`src/pclo_pkg.sv`:
```
package pclo_pkg;
   // Processor I/O port map
   localparam logic [7:0] PALETTE_BASE    = 8'h18;
   localparam int         PALETTE_ENTRIES = 4;
   localparam logic [7:0] PALETTE_RESET   = 8'h00;
   // Screen geometry and shift register length
   localparam int         SCREEN_COLS     = 768;
   localparam int         SCREEN_ROWS     = 256;
   localparam int         SHIFT_BITS      = 12;
   // Palette byte field positions
   localparam int         MONO_LSB        = 0;
   localparam int         RED_LSB         = 2;
   localparam int         GREEN_LSB       = 4;
   localparam int         BLUE_LSB        = 6;
   // Monochrome intensity codes
   localparam logic [1:0] MONO_DARK       = 2'h0;
   localparam logic [1:0] MONO_DIM        = 2'h1;
   localparam logic [1:0] MONO_NORMAL     = 2'h2;
   localparam logic [1:0] MONO_BOLD       = 2'h3;
   // Pixel FIFO
   localparam int         FIFO_DEPTH      = 16;
   localparam int         PIX_W           = 2 * SHIFT_BITS;
endpackage : pclo_pkg

```
`src/pclo_word_if.sv`:
```
`timescale 1ns/100ps
interface pclo_word_if #(parameter int WIDTH = 24);
   logic [WIDTH-1:0] data;
   logic             valid;
   logic             ready;
   modport src (output data, output valid, input ready);
   modport snk (input data, input valid, output ready);
endinterface : pclo_word_if

```
`src/pclo_fifo.sv`:
```
`timescale 1ns/100ps
module pclo_fifo #(
   parameter int WIDTH = 24,
   parameter int DEPTH = 16
) (
   // Clock and reset
   input wire logic clk,
   input wire logic rst,
   // Ports
   pclo_word_if.snk in_w,
   pclo_word_if.src out_w
);
   localparam int AW = $clog2(DEPTH);
   if (DEPTH < 2 || (1 << AW) != DEPTH) begin : g_bad_depth
      $error("DEPTH must be a power of two");
   end
   logic [WIDTH-1:0] mem [DEPTH];
   logic [AW-1:0]    wr_ptr;
   logic [AW-1:0]    rd_ptr;
   logic [AW:0]      count;
   logic             push;
   logic             pop;

   assign in_w.ready  = (count != (AW+1)'(DEPTH));
   assign out_w.valid = (count != '0);
   assign out_w.data  = mem[rd_ptr];
   assign push        = in_w.valid && in_w.ready;
   assign pop         = out_w.valid && out_w.ready;

   always_ff @(posedge clk) begin
      if (push) begin
         mem[wr_ptr] <= in_w.data;
      end
   end
   always_ff @(posedge clk) begin
      if (rst) begin
         wr_ptr <= '0;
         rd_ptr <= '0;
         count  <= '0;
      end else begin
         if (push) wr_ptr <= wr_ptr + 1'b1;
         if (pop) rd_ptr <= rd_ptr + 1'b1;
         count <= count + (AW+1)'(push) - (AW+1)'(pop);
      end
   end

   a_fifo_bound: assert property (@(posedge clk) disable iff (rst)
      count <= (AW+1)'(DEPTH)) else $error("FIFO count over depth");
endmodule : pclo_fifo

```
`src/pclo_palette_out.sv`:
```
`timescale 1ns/100ps
////////////////////////////////////////////////////////////////////////////////
// Overview of operation
// - Each screen location of 768 by 256 holds two bits, one per plane, written singly or paired.
// - A pixel's two bits decode as a value 0 to 3 choosing one of four palette entries.
// - The palette is four bytes indexed by the pixel value during refresh, feeding the converters.
// - Two bits of each byte give monochrome intensity dark, dim, normal or bold.
// - Two bits per red, green and blue gun give four levels each and 64 colours.
// - The pixel pair addresses the palette and the byte is latched on the next pixel strobe.
// - The latched byte holds for a full pixel period while the next pixel addresses the palette.
// - Each latched two-bit field drives its converter as two independent switch controls.
// - Twelve bits per plane load at count 0, the select then going high for the first bit shown, then 11 shift out.
////////////////////////////////////////////////////////////////////////////////
module pclo_palette_out #(
   parameter int DEPTH = pclo_pkg::FIFO_DEPTH
) (
   // Clock and reset
   input  wire logic        clk,
   input  wire logic        rst,
   // Processor I/O write port
   input  wire logic [7:0]  io_addr,
   input  wire logic [7:0]  io_wdata,
   input  wire logic        io_wr,
   // Bit map words, one per plane
   input  wire logic [11:0] word_low,
   input  wire logic [11:0] word_high,
   input  wire logic        word_valid,
   output logic             word_ready,
   // Pixel timing
   input  wire logic        pixel_strobe,
   // Converter switch controls, shift load select and pixel plane bits
   output logic [1:0]       mono_sw,
   output logic [1:0]       red_sw,
   output logic [1:0]       green_sw,
   output logic [1:0]       blue_sw,
   output logic             shift_load_select,
   output logic             pixel_plane_bit_low,
   output logic             pixel_plane_bit_high
);
   localparam int PW = pclo_pkg::PIX_W;
   if (DEPTH != pclo_pkg::FIFO_DEPTH) begin : g_bad_depth
      $error("Pixel FIFO depth must be 16");
   end

   ////////////////////////////////////////////////////////////////////////////
   // Synchronised strobe and pixel word FIFO
   logic strobe_s1;
   logic strobe_s2;
   logic strobe_d;
   logic tick;
   always_ff @(posedge clk) begin
      if (rst) begin
         strobe_s1 <= 1'b0;
         strobe_s2 <= 1'b0;
         strobe_d  <= 1'b0;
      end else begin
         strobe_s1 <= pixel_strobe;
         strobe_s2 <= strobe_s1;
         strobe_d  <= strobe_s2;
      end
   end
   assign tick = strobe_s2 && !strobe_d;

   pclo_word_if #(.WIDTH(PW)) wr_w ();
   pclo_word_if #(.WIDTH(PW)) rd_w ();
   assign wr_w.data  = {word_high, word_low};
   // Only words handed over under word_ready enter the FIFO
   assign wr_w.valid = word_valid && word_ready;

   pclo_fifo #(.WIDTH(PW), .DEPTH(DEPTH)) u_fifo (
      .clk   (clk),
      .rst   (rst),
      .in_w  (wr_w.snk),
      .out_w (rd_w.src)
   );

   always_ff @(posedge clk) begin
      if (rst) word_ready <= 1'b0;
      else     word_ready <= wr_w.ready && !(word_valid && word_ready);
   end

   ////////////////////////////////////////////////////////////////////////////
   // Palette memory, written by the processor
   logic [7:0] palette [pclo_pkg::PALETTE_ENTRIES];

   function automatic logic hit(input logic [7:0] a);
      hit = (a[7:2] == pclo_pkg::PALETTE_BASE[7:2]);
   endfunction : hit

   always_ff @(posedge clk) begin
      if (rst) begin
         for (int i = 0; i < pclo_pkg::PALETTE_ENTRIES; i++) begin
            palette[i] <= pclo_pkg::PALETTE_RESET;
         end
      end else if (io_wr && hit(io_addr)) begin
         palette[io_addr[1:0]] <= io_wdata;
      end
   end

   ////////////////////////////////////////////////////////////////////////////
   // Twin plane shift registers
   logic [11:0] sh_low;
   logic [11:0] sh_high;
   logic [3:0]  bit_cnt;
   logic        loaded;
   logic        take;
   assign take = tick && (bit_cnt == 4'h0) && rd_w.valid && !rd_w.ready;

   // Count 0 loads a word, 1 to 11 shift
   always_ff @(posedge clk) begin
      if (rst) begin
         bit_cnt <= '0;
      end else if (tick) begin
         if (bit_cnt == 4'(pclo_pkg::SHIFT_BITS - 1)) begin
            bit_cnt <= 4'h0;
         end else begin
            bit_cnt <= bit_cnt + 4'h1;
         end
      end
   end

   // Pop pulse and load flag
   always_ff @(posedge clk) begin
      if (rst) begin
         rd_w.ready <= 1'b0;
         loaded     <= 1'b0;
      end else begin
         rd_w.ready <= take;
         if (tick && bit_cnt == 4'h0) loaded <= take;
      end
   end

   // Plane shift registers
   always_ff @(posedge clk) begin
      if (rst) begin
         sh_low  <= '0;
         sh_high <= '0;
      end else if (take) begin
         sh_low  <= rd_w.data[11:0];
         sh_high <= rd_w.data[23:12];
      end else if (tick && bit_cnt == 4'h0) begin
         sh_low  <= '0;
         sh_high <= '0;
      end else if (tick) begin
         sh_low  <= sh_low >> 1;
         sh_high <= sh_high >> 1;
      end
   end
   logic [1:0] pix;
   assign pix = {sh_high[0], sh_low[0]};

   ////////////////////////////////////////////////////////////////////////////
   // Output latch
   logic [7:0] sel;
   assign sel = palette[pix];
   always_ff @(posedge clk) begin
      if (rst) begin
         mono_sw  <= pclo_pkg::MONO_DARK;
         red_sw   <= '0;
         green_sw <= '0;
         blue_sw  <= '0;
      end else if (tick) begin
         mono_sw  <= sel[pclo_pkg::MONO_LSB +: 2];
         red_sw   <= sel[pclo_pkg::RED_LSB +: 2];
         green_sw <= sel[pclo_pkg::GREEN_LSB +: 2];
         blue_sw  <= sel[pclo_pkg::BLUE_LSB +: 2];
      end
   end
   always_ff @(posedge clk) begin
      if (rst) begin
         shift_load_select    <= 1'b0;
         pixel_plane_bit_low  <= 1'b0;
         pixel_plane_bit_high <= 1'b0;
      end else begin
         shift_load_select    <= (bit_cnt == 4'h1) && loaded;
         pixel_plane_bit_low  <= pix[0];
         pixel_plane_bit_high <= pix[1];
      end
   end


   ////////////////////////////////////////////////////////////////////////////
   // Checks
   a_latch_hold: assert property (@(posedge clk) disable iff (rst)
      !tick |=> $stable(mono_sw) && $stable(blue_sw)) else $error("Latch moved off strobe");
   a_latch_take: assert property (@(posedge clk) disable iff (rst)
      tick |=> {blue_sw, green_sw, red_sw, mono_sw} == $past(sel)) else $error("Wrong byte");
   a_pal_write: assert property (@(posedge clk) disable iff (rst)
      io_wr && hit(io_addr) |=> palette[$past(io_addr[1:0])] == $past(io_wdata))
      else $error("Palette write lost");
   a_pal_ignore: assert property (@(posedge clk) disable iff (rst)
      !(io_wr && hit(io_addr)) |=> $stable(palette[0]) && $stable(palette[1])
         && $stable(palette[2]) && $stable(palette[3])) else $error("Palette changed unasked");
   a_shift_step: assert property (@(posedge clk) disable iff (rst)
      tick && bit_cnt != 4'h0 |=> sh_low == ($past(sh_low) >> 1)
         && sh_high == ($past(sh_high) >> 1)) else $error("Shift step wrong");
   a_pal_nostall: assert property (@(posedge clk) disable iff (rst)
      tick |=> bit_cnt != $past(bit_cnt)) else $error("Pixel stalled");
   a_fifo_pop: assert property (@(posedge clk) disable iff (rst)
      rd_w.ready |-> $past(tick) && bit_cnt == 4'h1) else $error("Pop out of place");
   a_load_word: assert property (@(posedge clk) disable iff (rst)
      take |=> {sh_high, sh_low} == $past(rd_w.data)) else $error("Word not loaded");
   a_empty_zero: assert property (@(posedge clk) disable iff (rst)
      tick && bit_cnt == 4'h0 && !rd_w.valid |=> sh_low == '0 && sh_high == '0)
      else $error("Idle pixels not zero");
   a_cnt_range: assert property (@(posedge clk) disable iff (rst)
      bit_cnt <= 4'(pclo_pkg::SHIFT_BITS - 1)) else $error("Pixel count out of range");
   a_load_flag: assert property (@(posedge clk) disable iff (rst)
      shift_load_select |-> $past(bit_cnt) == 4'h1 && $past(loaded))
      else $error("Load flag misplaced");
   a_ready_room: assert property (@(posedge clk) disable iff (rst)
      word_ready |-> wr_w.ready) else $error("Word offered with FIFO full");
   a_pixel_idx: assert property (@(posedge clk) disable iff (rst)
      1'b1 |=> {pixel_plane_bit_high, pixel_plane_bit_low} == $past(pix))
      else $error("Pixel index lag");
   a_latch_quiet: assert property (@(posedge clk) disable iff (rst)
      !tick |=> $stable(red_sw) && $stable(green_sw)) else $error("Colour latch moved");
endmodule : pclo_palette_out

```
`config.mk`:
```
export PLATFORM = sky130hd
export DESIGN_NAME = pclo_palette_out
export DESIGN_NICKNAME = d
export VERILOG_FILES = /design/src/pclo_pkg.sv /design/src/pclo_word_if.sv /design/src/pclo_fifo.sv /design/src/pclo_palette_out.sv
export SDC_FILE = /design/constraint.sdc
export NUM_CORES = 1
export LEC_CHECK = 0
export ABC_AREA = 0
export ABC_CLOCK_PERIOD_IN_PS = 3810
export BUFFER_PORTS_ARGS = -buffer_cell sky130_fd_sc_hd__buf_4
export CAP_MARGIN = 30
export CORE_ASPECT_RATIO = 1.25
export CORE_UTILIZATION = 25
export DETAILED_ROUTE_END_ITERATION = 10
export PLACE_DENSITY = 0.51
export SYNTH_ARGS = -nofsm -noshare
export SYNTH_HDL_FRONTEND = slang
export SYNTH_SLANG_ARGS = --single-unit
```
`constraint.sdc`:
```
create_clock -name clk -period 3.81 [get_ports clk]
set_input_delay 0.5715 -clock clk [delete_from_list [all_inputs] [get_ports clk]]
set_output_delay 0.5715 -clock clk [all_outputs]
set_load 0.1 [all_outputs]
```
**Word level (Yosys, flattened, before mapping)**

Memories as Yosys holds them, arrays and structs flattened. A register that Yosys moved wholly into a read port is not among the register bits.
Index checks and enable logic that the tools add are counted.

- Register bits: 50
- Memory bits (writable): 416
- Output and inout bits: 12
- Logic and storage cells: 62
- Memories: 2

Memory list:

| name | words | width | read ports | clocked after memory_dff | write ports | RTL line | text |
|---|---|---|---|---|---|---|---|
| u_fifo.mem | 16 | 24 | 1 | 1 | 1 | pclo_fifo.sv:17 | `logic [WIDTH-1:0] mem [DEPTH];` |
| palette | 4 | 8 | 1 | 1 | 4 | pclo_palette_out.sv:84 | `logic [7:0] palette [pclo_pkg::PALETTE_ENTRIES];` |

- Add/sub/neg operators: 5
- Equality and inequality tests: 4
- Mux-type cells: 19
- Reduce and logical (&&, ||, !) cells: 17

Operators with widths:

| cell | count |
|---|---|
| 12-bit 2-to-1 mux | 6 |
| 4-bit by 1-bit adder with 4-bit output (second input constant) | 3 |
| 4-bit 2-to-1 mux | 3 |
| 1-bit logical AND | 10 |
| 1-bit 2-to-1 mux | 8 |
| 8-bit 2-to-1 mux | 1 |
| 8-bit OR reduction | 1 |
| 6-bit by 3-bit equality test with 1-bit output (second input constant) | 1 |
| 5-bit by 1-bit adder with 5-bit output | 1 |
| 5-bit inequality test (second input constant) | 1 |
| 5-bit nonzero test | 1 |
| 5-bit by 1-bit subtractor with 5-bit output | 1 |
| 4-bit by 1-bit equality test with 1-bit output (second input constant) | 1 |
| 4-bit equality test (second input constant) | 1 |
| 4-bit zero test | 1 |
| 1-bit zero test | 3 |
| 3-bit nonzero test | 1 |
| 2-bit 2-to-1 mux | 1 |

**Logic depth before layout (Yosys ltp)**

Gate-level depths: netlist of the first run.

- Depth after elaboration: 7
- Gate-level depth with buffers: 13
- Mapped depth without buffers: 12

**Cells and area by module**

Synthesis of the first run repeated with hierarchy kept, for this count alone.

- Cells, all modules: 1,022
- Area, all modules: 18,712.9 µm²

By module, submodules not included:

| module | times used | cells each | area each (µm²) |
|---|---|---|---|
| pclo_fifo | 1 | 699 | 15,273.4 |
| pclo_palette_out | 1 | 323 | 3,439.5 |

**Worst setup path before layout of the first run**

Ideal clock, no wire load.

- Path kind: register to register
- From: register word_ready
- To: memory u_fifo.mem[1][0] (enable)
- Setup time: 0.435 ns
- Arrival: 3.268 ns
- Data required time: 3.375 ns
- Slack: 0.107 ns
- Stages on the path, launching flop included: 5
- Path buffers: 0
- Clock period less this slack: 3.703 ns
- Cells stage by stage: dfxtp_1 nand2_1 nor2_1 nand2_1 nor3_1

- Longest elaborated chain between the ends: 4

Ends and longest elaborated chain:

| element | RTL line | text |
|---|---|---|
| start: declaration | pclo_palette_out.sv:28 | `output logic word_ready,` |
| start signal: assignment | pclo_palette_out.sv:79 | `else word_ready <= wr_w.ready && !(word_valid && word_ready);` |
| 1-bit logical AND | pclo_palette_out.sv:68 | `assign wr_w.valid = word_valid && word_ready;` |
| 1-bit logical AND | pclo_fifo.sv:27 | `assign push = in_w.valid && in_w.ready;` |
| net u_fifo.push | pclo_fifo.sv:21 | `logic push;` |
| 1-bit 2-to-1 mux | pclo_fifo.sv:31 | `if (push) begin` |
| 1-bit 2-to-1 mux (implied by the code) | pclo_fifo.sv:32 | `mem[wr_ptr] <= in_w.data;` |
| end: declaration | pclo_fifo.sv:17 |  |

The timed path passes the listed nets, and every way through them passes these cells.

**Worst setup path after layout of the first run**

- From: register u_fifo.count[2]
- To: memory u_fifo.mem[14][0] (enable)

- Longest elaborated chain between the ends: 4

Ends and longest elaborated chain:

| element | RTL line | text |
|---|---|---|
| start: declaration | pclo_fifo.sv:20 | `logic [AW:0] count;` |
| start signal: assignment | pclo_fifo.sv:43 | `count <= count + (AW+1)'(push) - (AW+1)'(pop);` |
| 5-bit inequality test | pclo_fifo.sv:24 | `assign in_w.ready = (count != (AW+1)'(DEPTH));` |
| 1-bit logical AND | pclo_fifo.sv:27 |  |
| net u_fifo.push | pclo_fifo.sv:21 |  |
| 1-bit 2-to-1 mux | pclo_fifo.sv:31 |  |
| 1-bit 2-to-1 mux (implied by the code) | pclo_fifo.sv:32 |  |

The timed path passes the listed nets, and every way through them passes these cells.

==> reports/results.ini, run 1 <==
[min_path]
holdCritStartpoint = pixel_strobe
whs_path_depth = 2
hold-path-endpoint = strobe_s1$_SDFF_PP0_
hp-class = in -> reg

[outcome]
violations = design-rule violations
status = finished, violations left

[logic_synthesis]
postSynthCellCount = 987
synth_top_area_share_pct = 66.71
synth_common_cells = 416 x edfxtp_1, 104 x mux4_2, 62 x dfxtp_1
syn-cell-area_um2 = 18730
ys_ff_latch = 478
yosysTopAreaCell = edfxtp_1
post-synth-top-count-cell = edfxtp_1
syn-num-nets = 1046
synth_flop_cell = edfxtp_1
synthTopCellsByArea = edfxtp_1 67%, mux4_2 13%, dfxtp_1 6.6%
synth-edff-count = 416
ys_warn_count = 0
syn_area_per_cell_um2 = 18.97
ys_types = 43
seq_area_frac_synth_pct = 73.34
async_flop_share_pct = 0

[drt]
num_vias = 9124
drtIter0Drc = 629
ant_nets = 0
vias_per_cell = 4.412
drc = 12
drtPass1Iterations = 8
wl_per_cell_um = 20.00
wl_um = 41360

[critical_path]
critPathCaptureType = flip-flop
worst_path_max_delay_cell = nor2_4
crit_chain = inv_1, ha_1, nor4bb_1, nor2_1, nand2_1, nor2_4
path_class = reg -> reg
critPathArrivalTime_ns = 2.86
cp-start-kind = flip-flop
r2r_setup_slack_ns = 1.15
crit_family = simple AND/OR/NAND/NOR gates
reg2reg_to = u_fifo.mem[14][0]$_DFFE_PP_
path_buf_inv = 1
reg2reg_from = u_fifo.count[2]$_SDFF_PP0_
r2r_cells = 6
cp.depth = 6
slowest_delay_ns = 0.76
crit_fanout = 24
crit_required_ns = 4.01
crit_start = u_fifo.count[2]$_SDFF_PP0_

[sta]
rsz0062_at_grt = no
whs_ns = 0.2336
max_freq_ghz = 0.3766
min_period_ns = 2.655
final_hold_viol_count = 0
tns_ns = 0
tightest_slew_ns = 0.8573
fin_skew_ns = 0.02548
slew_headroom_pct = 42.42
setup_viol = 0
fin_crit_sh_pct = 69.69
slew_viol_final = 0

[clock_tree]
numCtsBuffers = 50
tritoncts = built
cts-resized-gates = 0
clk_pin_slew_worst_paths_ns = 0.06
holdBufCountCts = 0
clk_latency_ns = 0.60
clock_tree.root_cell = clkbuf_16
post_cts_buffers = 0
cts.sinks = 478
cts_htree_levels = 2
clock_path_buffers = 3

[floorplan]
initial_core_util_pct = 25.39
core_area_um2 = 73750
ios = 57
die_x_um = 246.8
die_h_um = 308.0
core.rowCount = 111
dieArea_um2 = 76010

[power]
p_leak_nw = 6.733
power_density_nw_per_um2 = 514.4
ir_drop_mv = 0.2912

[cells_and_area]
nets = 1125
fill_cells = 7164
antenna_cells = 0
drive_gt1_share_pct = 30.42
syn2layout_area_growth_pct = 17.82

[global_routing]
grt_max_degree = 59
grt_pass1_wl_um = 63070
track_usage_pct = 11.11
grt_pass1_vias = 9863
grt_overflow_total = 0
grt_antenna_before_repair = 0

[run]
max-cap-violations = 0

[placed_design]
gp_congestion = 0.7139
dp.final_hpwl_um = 24110
portBuffers = 56

[logic make-up after synthesis]
| kind of cell | after synthesis | share of synthesized area, % |
|---|---|---|
| AND/OR/NAND/NOR | 190 | 5.446 |
| XOR/XNOR | 8 | 0.3742 |
| multiplexers | 153 | 15.44 |
| AO/OA/AOI/OAI | 73 | 2.613 |
| adder cells (fa/ha/maj) | 14 | 0.9756 |
| flip-flops | 478 | 73.34 |
| buffers and inverters | 71 | 1.817 |
[layout make-up]
class | instances | area (µm²) | area share (%)
Sequential cell | 478 | 13740 | 62.29
Multi-Input combinational cell | 438 | 4783 | 21.68
Clock buffer | 68 | 1350 | 6.119
Tap cell | 960 | 1201 | 5.444
Timing Repair Buffer | 86 | 683.2 | 3.096
Clock inverter | 26 | 257.7 | 1.168
Inverter | 12 | 45.04 | 0.2042
[power breakdown]
part / switching [mW] / internal, mW / total (mW)
sequential: 0.0594 / 5.79 / 5.85
combinational: 0.466 / 0.246 / 0.712
clock: 2.02 / 2.76 / 4.78
total: 2.54 / 8.80 / 11.3
[stage by stage]
stage | cells | power [mW] | util, % | instance area, µm² | worst slack, ns
floorplan | 987 | 6.397 | - | 18730 | 0.1068
global placement | 1974 | 6.670 | 27.74 | 20450 | 1.148
detailed placement | 1974 | 6.692 | 27.74 | 20450 | 1.131
CTS | 2068 | 11.52 | 29.92 | 22060 | 1.105
global route | 2068 | 11.76 | 29.92 | 22060 | 0.9237
finish | 2068 | 11.35 | 29.92 | 22060 | 1.155
[worst max path at each step]
stage | end | slack, ns
floorplan | u_fifo.mem[1][0]$_DFFE_PP_ | 0.11
global placement | u_fifo.mem[10][21]$_DFFE_PP_ | 1.15
detailed placement | u_fifo.mem[8][21]$_DFFE_PP_ | 1.13
CTS | u_fifo.mem[8][0]$_DFFE_PP_ | 1.10
global route | u_fifo.count[4]$_SDFF_PP0_ | 0.92
finish | u_fifo.mem[14][0]$_DFFE_PP_ | 1.15
[flip-flops by register name, indices dropped and copies added, names as in the netlist, 2 cells and up, named ones only]
name,flops
sh_low,12
red_sw,2
u_fifo.mem,384
u_fifo.rd_ptr,4
green_sw,2
sh_high,12
bit_cnt,4
blue_sw,2
u_fifo.count,5
palette,32
u_fifo.wr_ptr,4
mono_sw,2
[metal layers]
metal	track usage [%]	up-vias	part of all wire, %
met5	0	-	0
met4	3.302	0	2.2
met3	2.480	63	4.5
met2	19.46	168	51
met1	13.52	4767	42
li1	-	4126	-
[placed cells by master (no fill, tap or decap), types with 13 or more instances in the layout]
master     Yosys  layout
edfxtp_1     416     416
mux4_2       104     104
buf_4          0      83
dfxtp_1       62      59
nand3_1       53      53
clkbuf_16      0      51
mux2_2        46      46
and2_1        34      34
nand2_1       32      32
a22oi_1       22      22
o211ai_1      22      22
nor2_1        30      18
a21oi_1       18      17
clkbuf_1      33      16
ha_1          13      13
(Power assumes the default switching activity.)
==> run 2: changes to the inputs <==
ABC_CLOCK_PERIOD_IN_PS = 2450   (was 3810)
clock period = 2.45 ns   (was 3.81 ns; I/O delays follow)
==> reports/results.ini, run 2 (same netlist as run 1, synthesis figures left out) <==
[critical_path]
critPathArrivalTime_ns = 2.70  ; was 2.86 ns
critPathCaptureType = flip-flop  ; unchanged
reg2reg_from = u_fifo.count[3]$_SDFF_PP0_  ; was u_fifo.count[2]$_SDFF_PP0_
r2r_setup_slack_ns = 0.20  ; was 1.15 ns
crit_start = u_fifo.count[3]$_SDFF_PP0_  ; was u_fifo.count[2]$_SDFF_PP0_
r2r_cells = 12  ; was 6
path_buf_inv = 2  ; was 1
cp-start-kind = flip-flop  ; unchanged
crit_family = adder cells  ; was simple AND/OR/NAND/NOR gates
crit_fanout = 3  ; was 24
crit_chain = inv_1, ha_1, or4b_4, nand3_2, o21ai_0, ha_1, inv_1, fa_1, nor2b_1, o21bai_1, a21oi_1, nor3b_1  ; was inv_1, ha_1, nor4bb_1, nor2_1, nand2_1, nor2_4
reg2reg_to = u_fifo.count[4]$_SDFF_PP0_  ; was u_fifo.mem[14][0]$_DFFE_PP_
path_class = reg -> reg  ; unchanged
crit_required_ns = 2.90  ; was 4.01 ns
slowest_delay_ns = 0.40  ; was 0.76 ns
worst_path_max_delay_cell = fa_1  ; was nor2_4

[sta]
slew_viol_final = 0  ; unchanged
tns_ns = 0  ; unchanged
slew_headroom_pct = 56.96  ; was 42.42%
fin_crit_sh_pct = 91.84  ; was 69.69%
fin_skew_ns = 0.03343  ; was 0.02548 ns
setup_viol = 0  ; unchanged
final_hold_viol_count = 0  ; unchanged
tightest_slew_ns = 0.6448  ; was 0.8573 ns
rsz0062_at_grt = no  ; unchanged
min_period_ns = 2.250  ; was 2.655 ns
max_freq_ghz = 0.4444  ; was 0.3766 GHz

[power]
internal_power_mw = 13.63  ; was 8.805 mW
seq_power_share_pct = 51.7  ; was 51.6%
p_sw_share_pct = 22.55  ; was 22.42%
p_sw_mw = 3.968  ; was 2.544 mW
power_frac_comb_pct = 7.0  ; was 6.3%
ir_drop_mv = 0.4833  ; was 0.2912 mV
power.share.clock_pct = 41.3  ; was 42.1%
p_leak_nw = 6.898  ; was 6.733 nW
power_density_nw_per_um2 = 781.7  ; was 514.4 nW/µm²

[placed_design]
dpl.cell_count = 2003  ; was 1974
gp_congestion = 0.7447  ; was 0.7139
portBuffers = 56  ; unchanged
dp.final_hpwl_um = 25800  ; was 24110 µm

[clock_tree]
tritoncts = built  ; unchanged
cts.sinks = 478  ; unchanged
cts_htree_levels = 2  ; unchanged
clk_latency_ns = 0.60  ; about the same
clk_pin_slew_worst_paths_ns = 0.06  ; about the same
post_cts_buffers = 0  ; unchanged
clock_tree.root_cell = clkbuf_16  ; unchanged
numCtsBuffers = 48  ; was 50
clock_path_buffers = 3  ; unchanged

[cells_and_area]
drive_gt1_share_pct = 32.36  ; was 30.42%
max_flop_register = u_fifo.mem  ; unchanged
top_regs = u_fifo.mem x384, palette x32  ; unchanged
utilization_pct = 30.52  ; was 29.92%
syn2layout_area_growth_pct = 20.20  ; was 17.82%
nets = 1153  ; was 1125
fill_cells = 7137  ; was 7164
fin_cells = 2091  ; was 2068
final_cell_mix = 416 x edfxtp_1, 104 x mux4_2, 93 x buf_4, 58 x dfxtp_1, 52 x nand3_1  ; was 416 x edfxtp_1, 104 x mux4_2, 83 x buf_4, 59 x dfxtp_1, 53 x nand3_1
layout.cells.most_common = edfxtp_1  ; unchanged
largest_reg_flops = 384  ; unchanged
antenna_cells = 0  ; unchanged

[min_path]
hp-class = in -> reg  ; unchanged
holdCritStartpoint = io_wdata[5]  ; was pixel_strobe
whs_path_depth = 2  ; unchanged
hold-path-endpoint = palette[2][5]$_SDFFCE_PN0P_  ; was strobe_s1$_SDFF_PP0_

[outcome]
violations = design-rule violations  ; unchanged
status = finished, violations left  ; unchanged

[global_routing]
grt_antenna_before_repair = 0  ; unchanged
grt_max_degree = 50  ; was 59
track_usage_pct = 11.73  ; was 11.11%
grt_pass1_wl_um = 65670  ; was 63070 µm
grt_overflow_total = 0  ; unchanged
grt_pass1_vias = 10060  ; was 9863

[drt]
drtPass1Iterations = 8  ; unchanged
drc = 12  ; unchanged
vias_per_cell = 4.436  ; was 4.412
wl_um = 43450  ; was 41360 µm
num_vias = 9275  ; was 9124
ant_nets = 0  ; unchanged
wl_per_cell_um = 20.78  ; was 20.00 µm
drtIter0Drc = 667  ; was 629

[floorplan]
ios = 57  ; unchanged
initial_core_util_pct = 25.39  ; unchanged
core_area_um2 = 73750  ; unchanged
die_x_um = 246.8  ; unchanged
die_h_um = 308.0  ; unchanged
dieArea_um2 = 76010  ; unchanged
core.rowCount = 111  ; unchanged

[run]
max-cap-violations = 0  ; unchanged

## run 2: final cells by class
class | count | area [µm²] | area share (%)
Inverter | 12 | 45.04 | 0.2001
Tap cell | 960 | 1201 | 5.337
Clock buffer | 62 | 1285 | 5.709
Clock inverter | 25 | 267.8 | 1.190
Timing Repair Buffer | 116 | 1149 | 5.103
Sequential cell | 478 | 13740 | 61.06
Multi-Input combinational cell | 438 | 4817 | 21.40
## run 2: power groups by stage
stage | Sequential [mW] | Clock (mW) | Combinational (mW)
4_1_cts | 9.09 | 7.49 | 1.24
5_1_grt | 9.11 | 7.78 | 1.35
3_3_place_gp | 9.26 | 0 | 1.22
6_report | 9.09 | 7.27 | 1.23
3_5_place_dp | 9.27 | 0 | 1.24
2_1_floorplan | 9.31 | 0 | 0.641
## run 2: metal layers
layer	wire length [µm]	GRT usage, %	vias up	share of wire [%]
li1	-	-	4176	-
met5	0	0	-	0
met4	873	3.230	0	2.0
met1	18380	14.66	4873	42
met3	1823	2.062	52	4.2
met2	22370	20.66	174	51
## run 2: worst max path at each step
stage	end	slack [ns]	cells past startpoint
after global placement	u_fifo.count[4]$_SDFF_PP0_	0.19	12
after floorplan	u_fifo.mem[2][0]$_DFFE_PP_	0.005	4
after detailed placement	u_fifo.count[4]$_SDFF_PP0_	0.18	12
final	u_fifo.count[4]$_SDFF_PP0_	0.20	12
after CTS	u_fifo.count[4]$_SDFF_PP0_	0.17	12
after global routing	u_fifo.count[4]$_SDFF_PP0_	0.01	12
## run 2: what timing repair did
action | in CTS | in global routing
hold endpoints to repair | 1 | 0
gates resized for setup | 0 | 2
hold buffers | 1 | 0
setup endpoints to repair | 0 | 1
## run 2: stage by stage
step                hold WS [ns]  setup WS (ns)  instance area [µm²]  power [mW]
finish                   0.07053         0.2000                22510       17.60
global route             0.05513        0.01199                22510       18.23
detailed placement        0.4310         0.1803                20940       10.51
floorplan                 0.4138       0.004514                18820       9.954
global placement          0.4340         0.1898                20940       10.48
CTS                      0.03484         0.1687                22500       17.82
## run 2: worst reg2reg max path: cells and delay by family, from the launching register on
family	cells	cell delay, ns
fa+ha+maj	3	0.77
buf+inv	2	0.13
flops	1	0.34
compound gates	3	0.35
simple gates	4	0.53
==> run 3: changes to the inputs <==
CORE_UTILIZATION = 55   (was 25)
PLACE_DENSITY = 0.84   (was 0.51)
==> reports/results.ini, run 3 (same netlist as run 1, synthesis figures left out) <==
[placed_design]
dp.final_hpwl_um = 21690  ; was 25800 µm
dpl_cell_area_um2 = 20130  ; was 20940 µm²
gp_congestion = 0.7414  ; was 0.7447
portBuffers = 56  ; unchanged

[drt]
wl_per_cell_um = 25.20  ; was 20.78 µm
drtPass1Iterations = 5  ; was 8
vias_per_cell = 6.271  ; was 4.436
ant_nets = 0  ; unchanged
num_vias = 9613  ; was 9275
wl_um = 38630  ; was 43450 µm
drc = 0  ; was 12
drtIter0Drc = 991  ; was 667

[global_routing]
grt_overflow_total = 0  ; unchanged
track_usage_pct = 23.05  ; was 11.73%
grt_antenna_before_repair = 2  ; was 0
grt_pass1_vias = 10020  ; was 10060
grt_pass1_wl_um = 59130  ; was 65670 µm
grt_max_degree = 61  ; was 50

[critical_path]
crit_fanout = 3  ; unchanged
crit_start = u_fifo.count[2]$_SDFF_PP0_  ; was u_fifo.count[3]$_SDFF_PP0_
path_class = reg -> reg  ; unchanged
crit_required_ns = 2.89  ; was 2.90 ns
reg2reg_from = u_fifo.count[2]$_SDFF_PP0_  ; was u_fifo.count[3]$_SDFF_PP0_
critPathCaptureType = flip-flop  ; unchanged
cp-start-kind = flip-flop  ; unchanged
critPathArrivalTime_ns = 2.81  ; was 2.70 ns

[cells_and_area]
top_regs = u_fifo.mem x384, palette x32  ; unchanged
layout.cells.most_common = edfxtp_1  ; unchanged
nets = 1132  ; was 1153
largest_reg_flops = 384  ; unchanged
syn2layout_area_growth_pct = 15.43  ; was 20.20%
drive_gt1_share_pct = 32.04  ; was 32.36%
max_flop_register = u_fifo.mem  ; unchanged
postLayoutCellArea_um2 = 21610  ; was 22510 µm²
final_cell_mix = 416 x edfxtp_1, 104 x mux4_2, 79 x buf_4, 58 x dfxtp_1, 52 x nand3_1  ; was 416 x edfxtp_1, 104 x mux4_2, 93 x buf_4, 58 x dfxtp_1, 52 x nand3_1

[sta]
slew_viol_final = 0  ; unchanged
min_period_ns = 2.371  ; was 2.250 ns
fin_skew_ns = 0.02248  ; was 0.03343 ns
tightest_slew_ns = 0.7703  ; was 0.6448 ns
final_hold_viol_count = 0  ; unchanged
slew_headroom_pct = 48.58  ; was 56.96%
setup_viol = 0  ; unchanged
fin_crit_sh_pct = 96.77  ; was 91.84%
max_freq_ghz = 0.4218  ; was 0.4444 GHz

[floorplan]
core_area_um2 = 33500  ; was 73750 µm²
die_x_um = 167.0  ; was 246.8 µm
dieArea_um2 = 34790  ; was 76010 µm²
core.rowCount = 75  ; was 111
ios = 57  ; unchanged
die_h_um = 208.3  ; was 308.0 µm
initial_core_util_pct = 55.90  ; was 25.39%

[clock_tree]
numCtsBuffers = 43  ; was 48
post_cts_buffers = 0  ; unchanged
cts_htree_levels = 2  ; unchanged
clock_tree.root_cell = clkbuf_16  ; unchanged
cts.sinks = 478  ; unchanged
clock_path_buffers = 3  ; unchanged
clk_pin_slew_worst_paths_ns = 0.06  ; about the same
tritoncts = built  ; unchanged
clk_latency_ns = 0.57  ; was 0.60 ns
holdBufCountCts = 0  ; was 1

[power]
power_mw = 17.13  ; was 17.60 mW
p_sw_share_pct = 21.94  ; was 22.55%
power_frac_comb_pct = 7.1  ; was 7.0%
p_leak_nw = 6.765  ; was 6.898 nW
internal_power_mw = 13.37  ; was 13.63 mW
seq_power_share_pct = 53.1  ; was 51.7%
power_density_nw_per_um2 = 792.7  ; was 781.7 nW/µm²
ir_drop_mv = 0.5031  ; was 0.4833 mV
p_sw_mw = 3.760  ; was 3.968 mW
power.share.clock_pct = 39.8  ; was 41.3%

[min_path]
holdCritStartpoint = pixel_strobe  ; was io_wdata[5]
hp-class = in -> reg  ; unchanged

[outcome]
status = finished, final reports clean  ; was finished, violations left

[run]
max-cap-violations = 0  ; unchanged

==> run 3: changes by cell type in the layout (fill, tap and decap cells not counted), sizes merged <==
cell         delta
diode           +2
dlygate4sd3     -1
clkinv          -8
buf            -15
clkbuf          -4
inv             +4
bufinv          -1
clkinvlp        +2
==> run 3: stage by stage <==
| step | utilization, % | setup TNS [ns] | hold slack (ns) | setup WS, ns | std cells |
|---|---|---|---|---|---|
| 2_1_floorplan | - | 0 | 0.4138 | 0.004514 | 987 |
| 3_5_place_dp | 60.09 | 0 | 0.4399 | 0.08023 | 1451 |
| 3_3_place_gp | 60.09 | 0 | 0.4352 | 0.2419 | 1451 |
| 5_1_grt | 64.52 | -0.01961 | 0.04739 | -0.01961 | 1533 |
| 4_1_cts | 64.46 | 0 | 0.01296 | 0.05626 | 1531 |
| 6_report | 64.52 | 0 | 0.02312 | 0.07910 | 1533 |
==> run 3: final cells by class <==
class                           instances  area [µm²]
Sequential cell                       478       13740
Clock inverter                         22       229.0
Tap cell                              423       529.3
Inverter                               12       45.04
Multi-Input combinational cell        438        4817
Antenna cell                            2       5.005
Timing Repair Buffer                  100        1013
Clock buffer                           58        1232
Fill cell                            2099       11890
==> run 3: timing repair <==
item                       in CTS  in global routing
setup endpoints to repair       0                  1
gates resized for setup         0                  5
hold endpoints to repair        0                  0
==> run 3: power by group through the flow <==
stage	sequential, mW	combinational, mW	clock, mW
6_report	9.10	1.22	6.81
3_5_place_dp	9.28	1.18	0
4_1_cts	9.10	1.19	6.90
2_1_floorplan	9.31	0.641	0
5_1_grt	9.12	1.29	7.18
3_3_place_gp	9.26	1.12	0
==> run 3: worst paths after layout <==
path                                     end  slack, ns  depth (start not counted)
setup / recovery  u_fifo.count[4]$_SDFF_PP0_       0.08                         12
hold / removal          strobe_s1$_SDFF_PP0_       0.02                          2
setup reg to reg  u_fifo.count[4]$_SDFF_PP0_       0.08                         12
hold reg to reg      mono_sw[0]$_SDFFE_PP0P_       0.45                          2
==> run 3: worst max-delay path, cell delays in order (launching register included) <==
cell,delay [ns]
dfxtp_1,0.32
inv_1,0.09
ha_1,0.17
or4b_4,0.48
nand3_2,0.11
o21ai_0,0.10
ha_2,0.20
inv_1,0.08
fa_2,0.21
nor2b_2,0.05
o21bai_1,0.19
nand3_1,0.11
nor3b_1,0.15
==> run 3: per-layer routing <==
layer | global-route usage (%) | wire length [µm]
met1 | 29.00 | 14450
met2 | 39.84 | 19910
met3 | 3.462 | 2793
met4 | 10.15 | 1478
met5 | 0 | 0
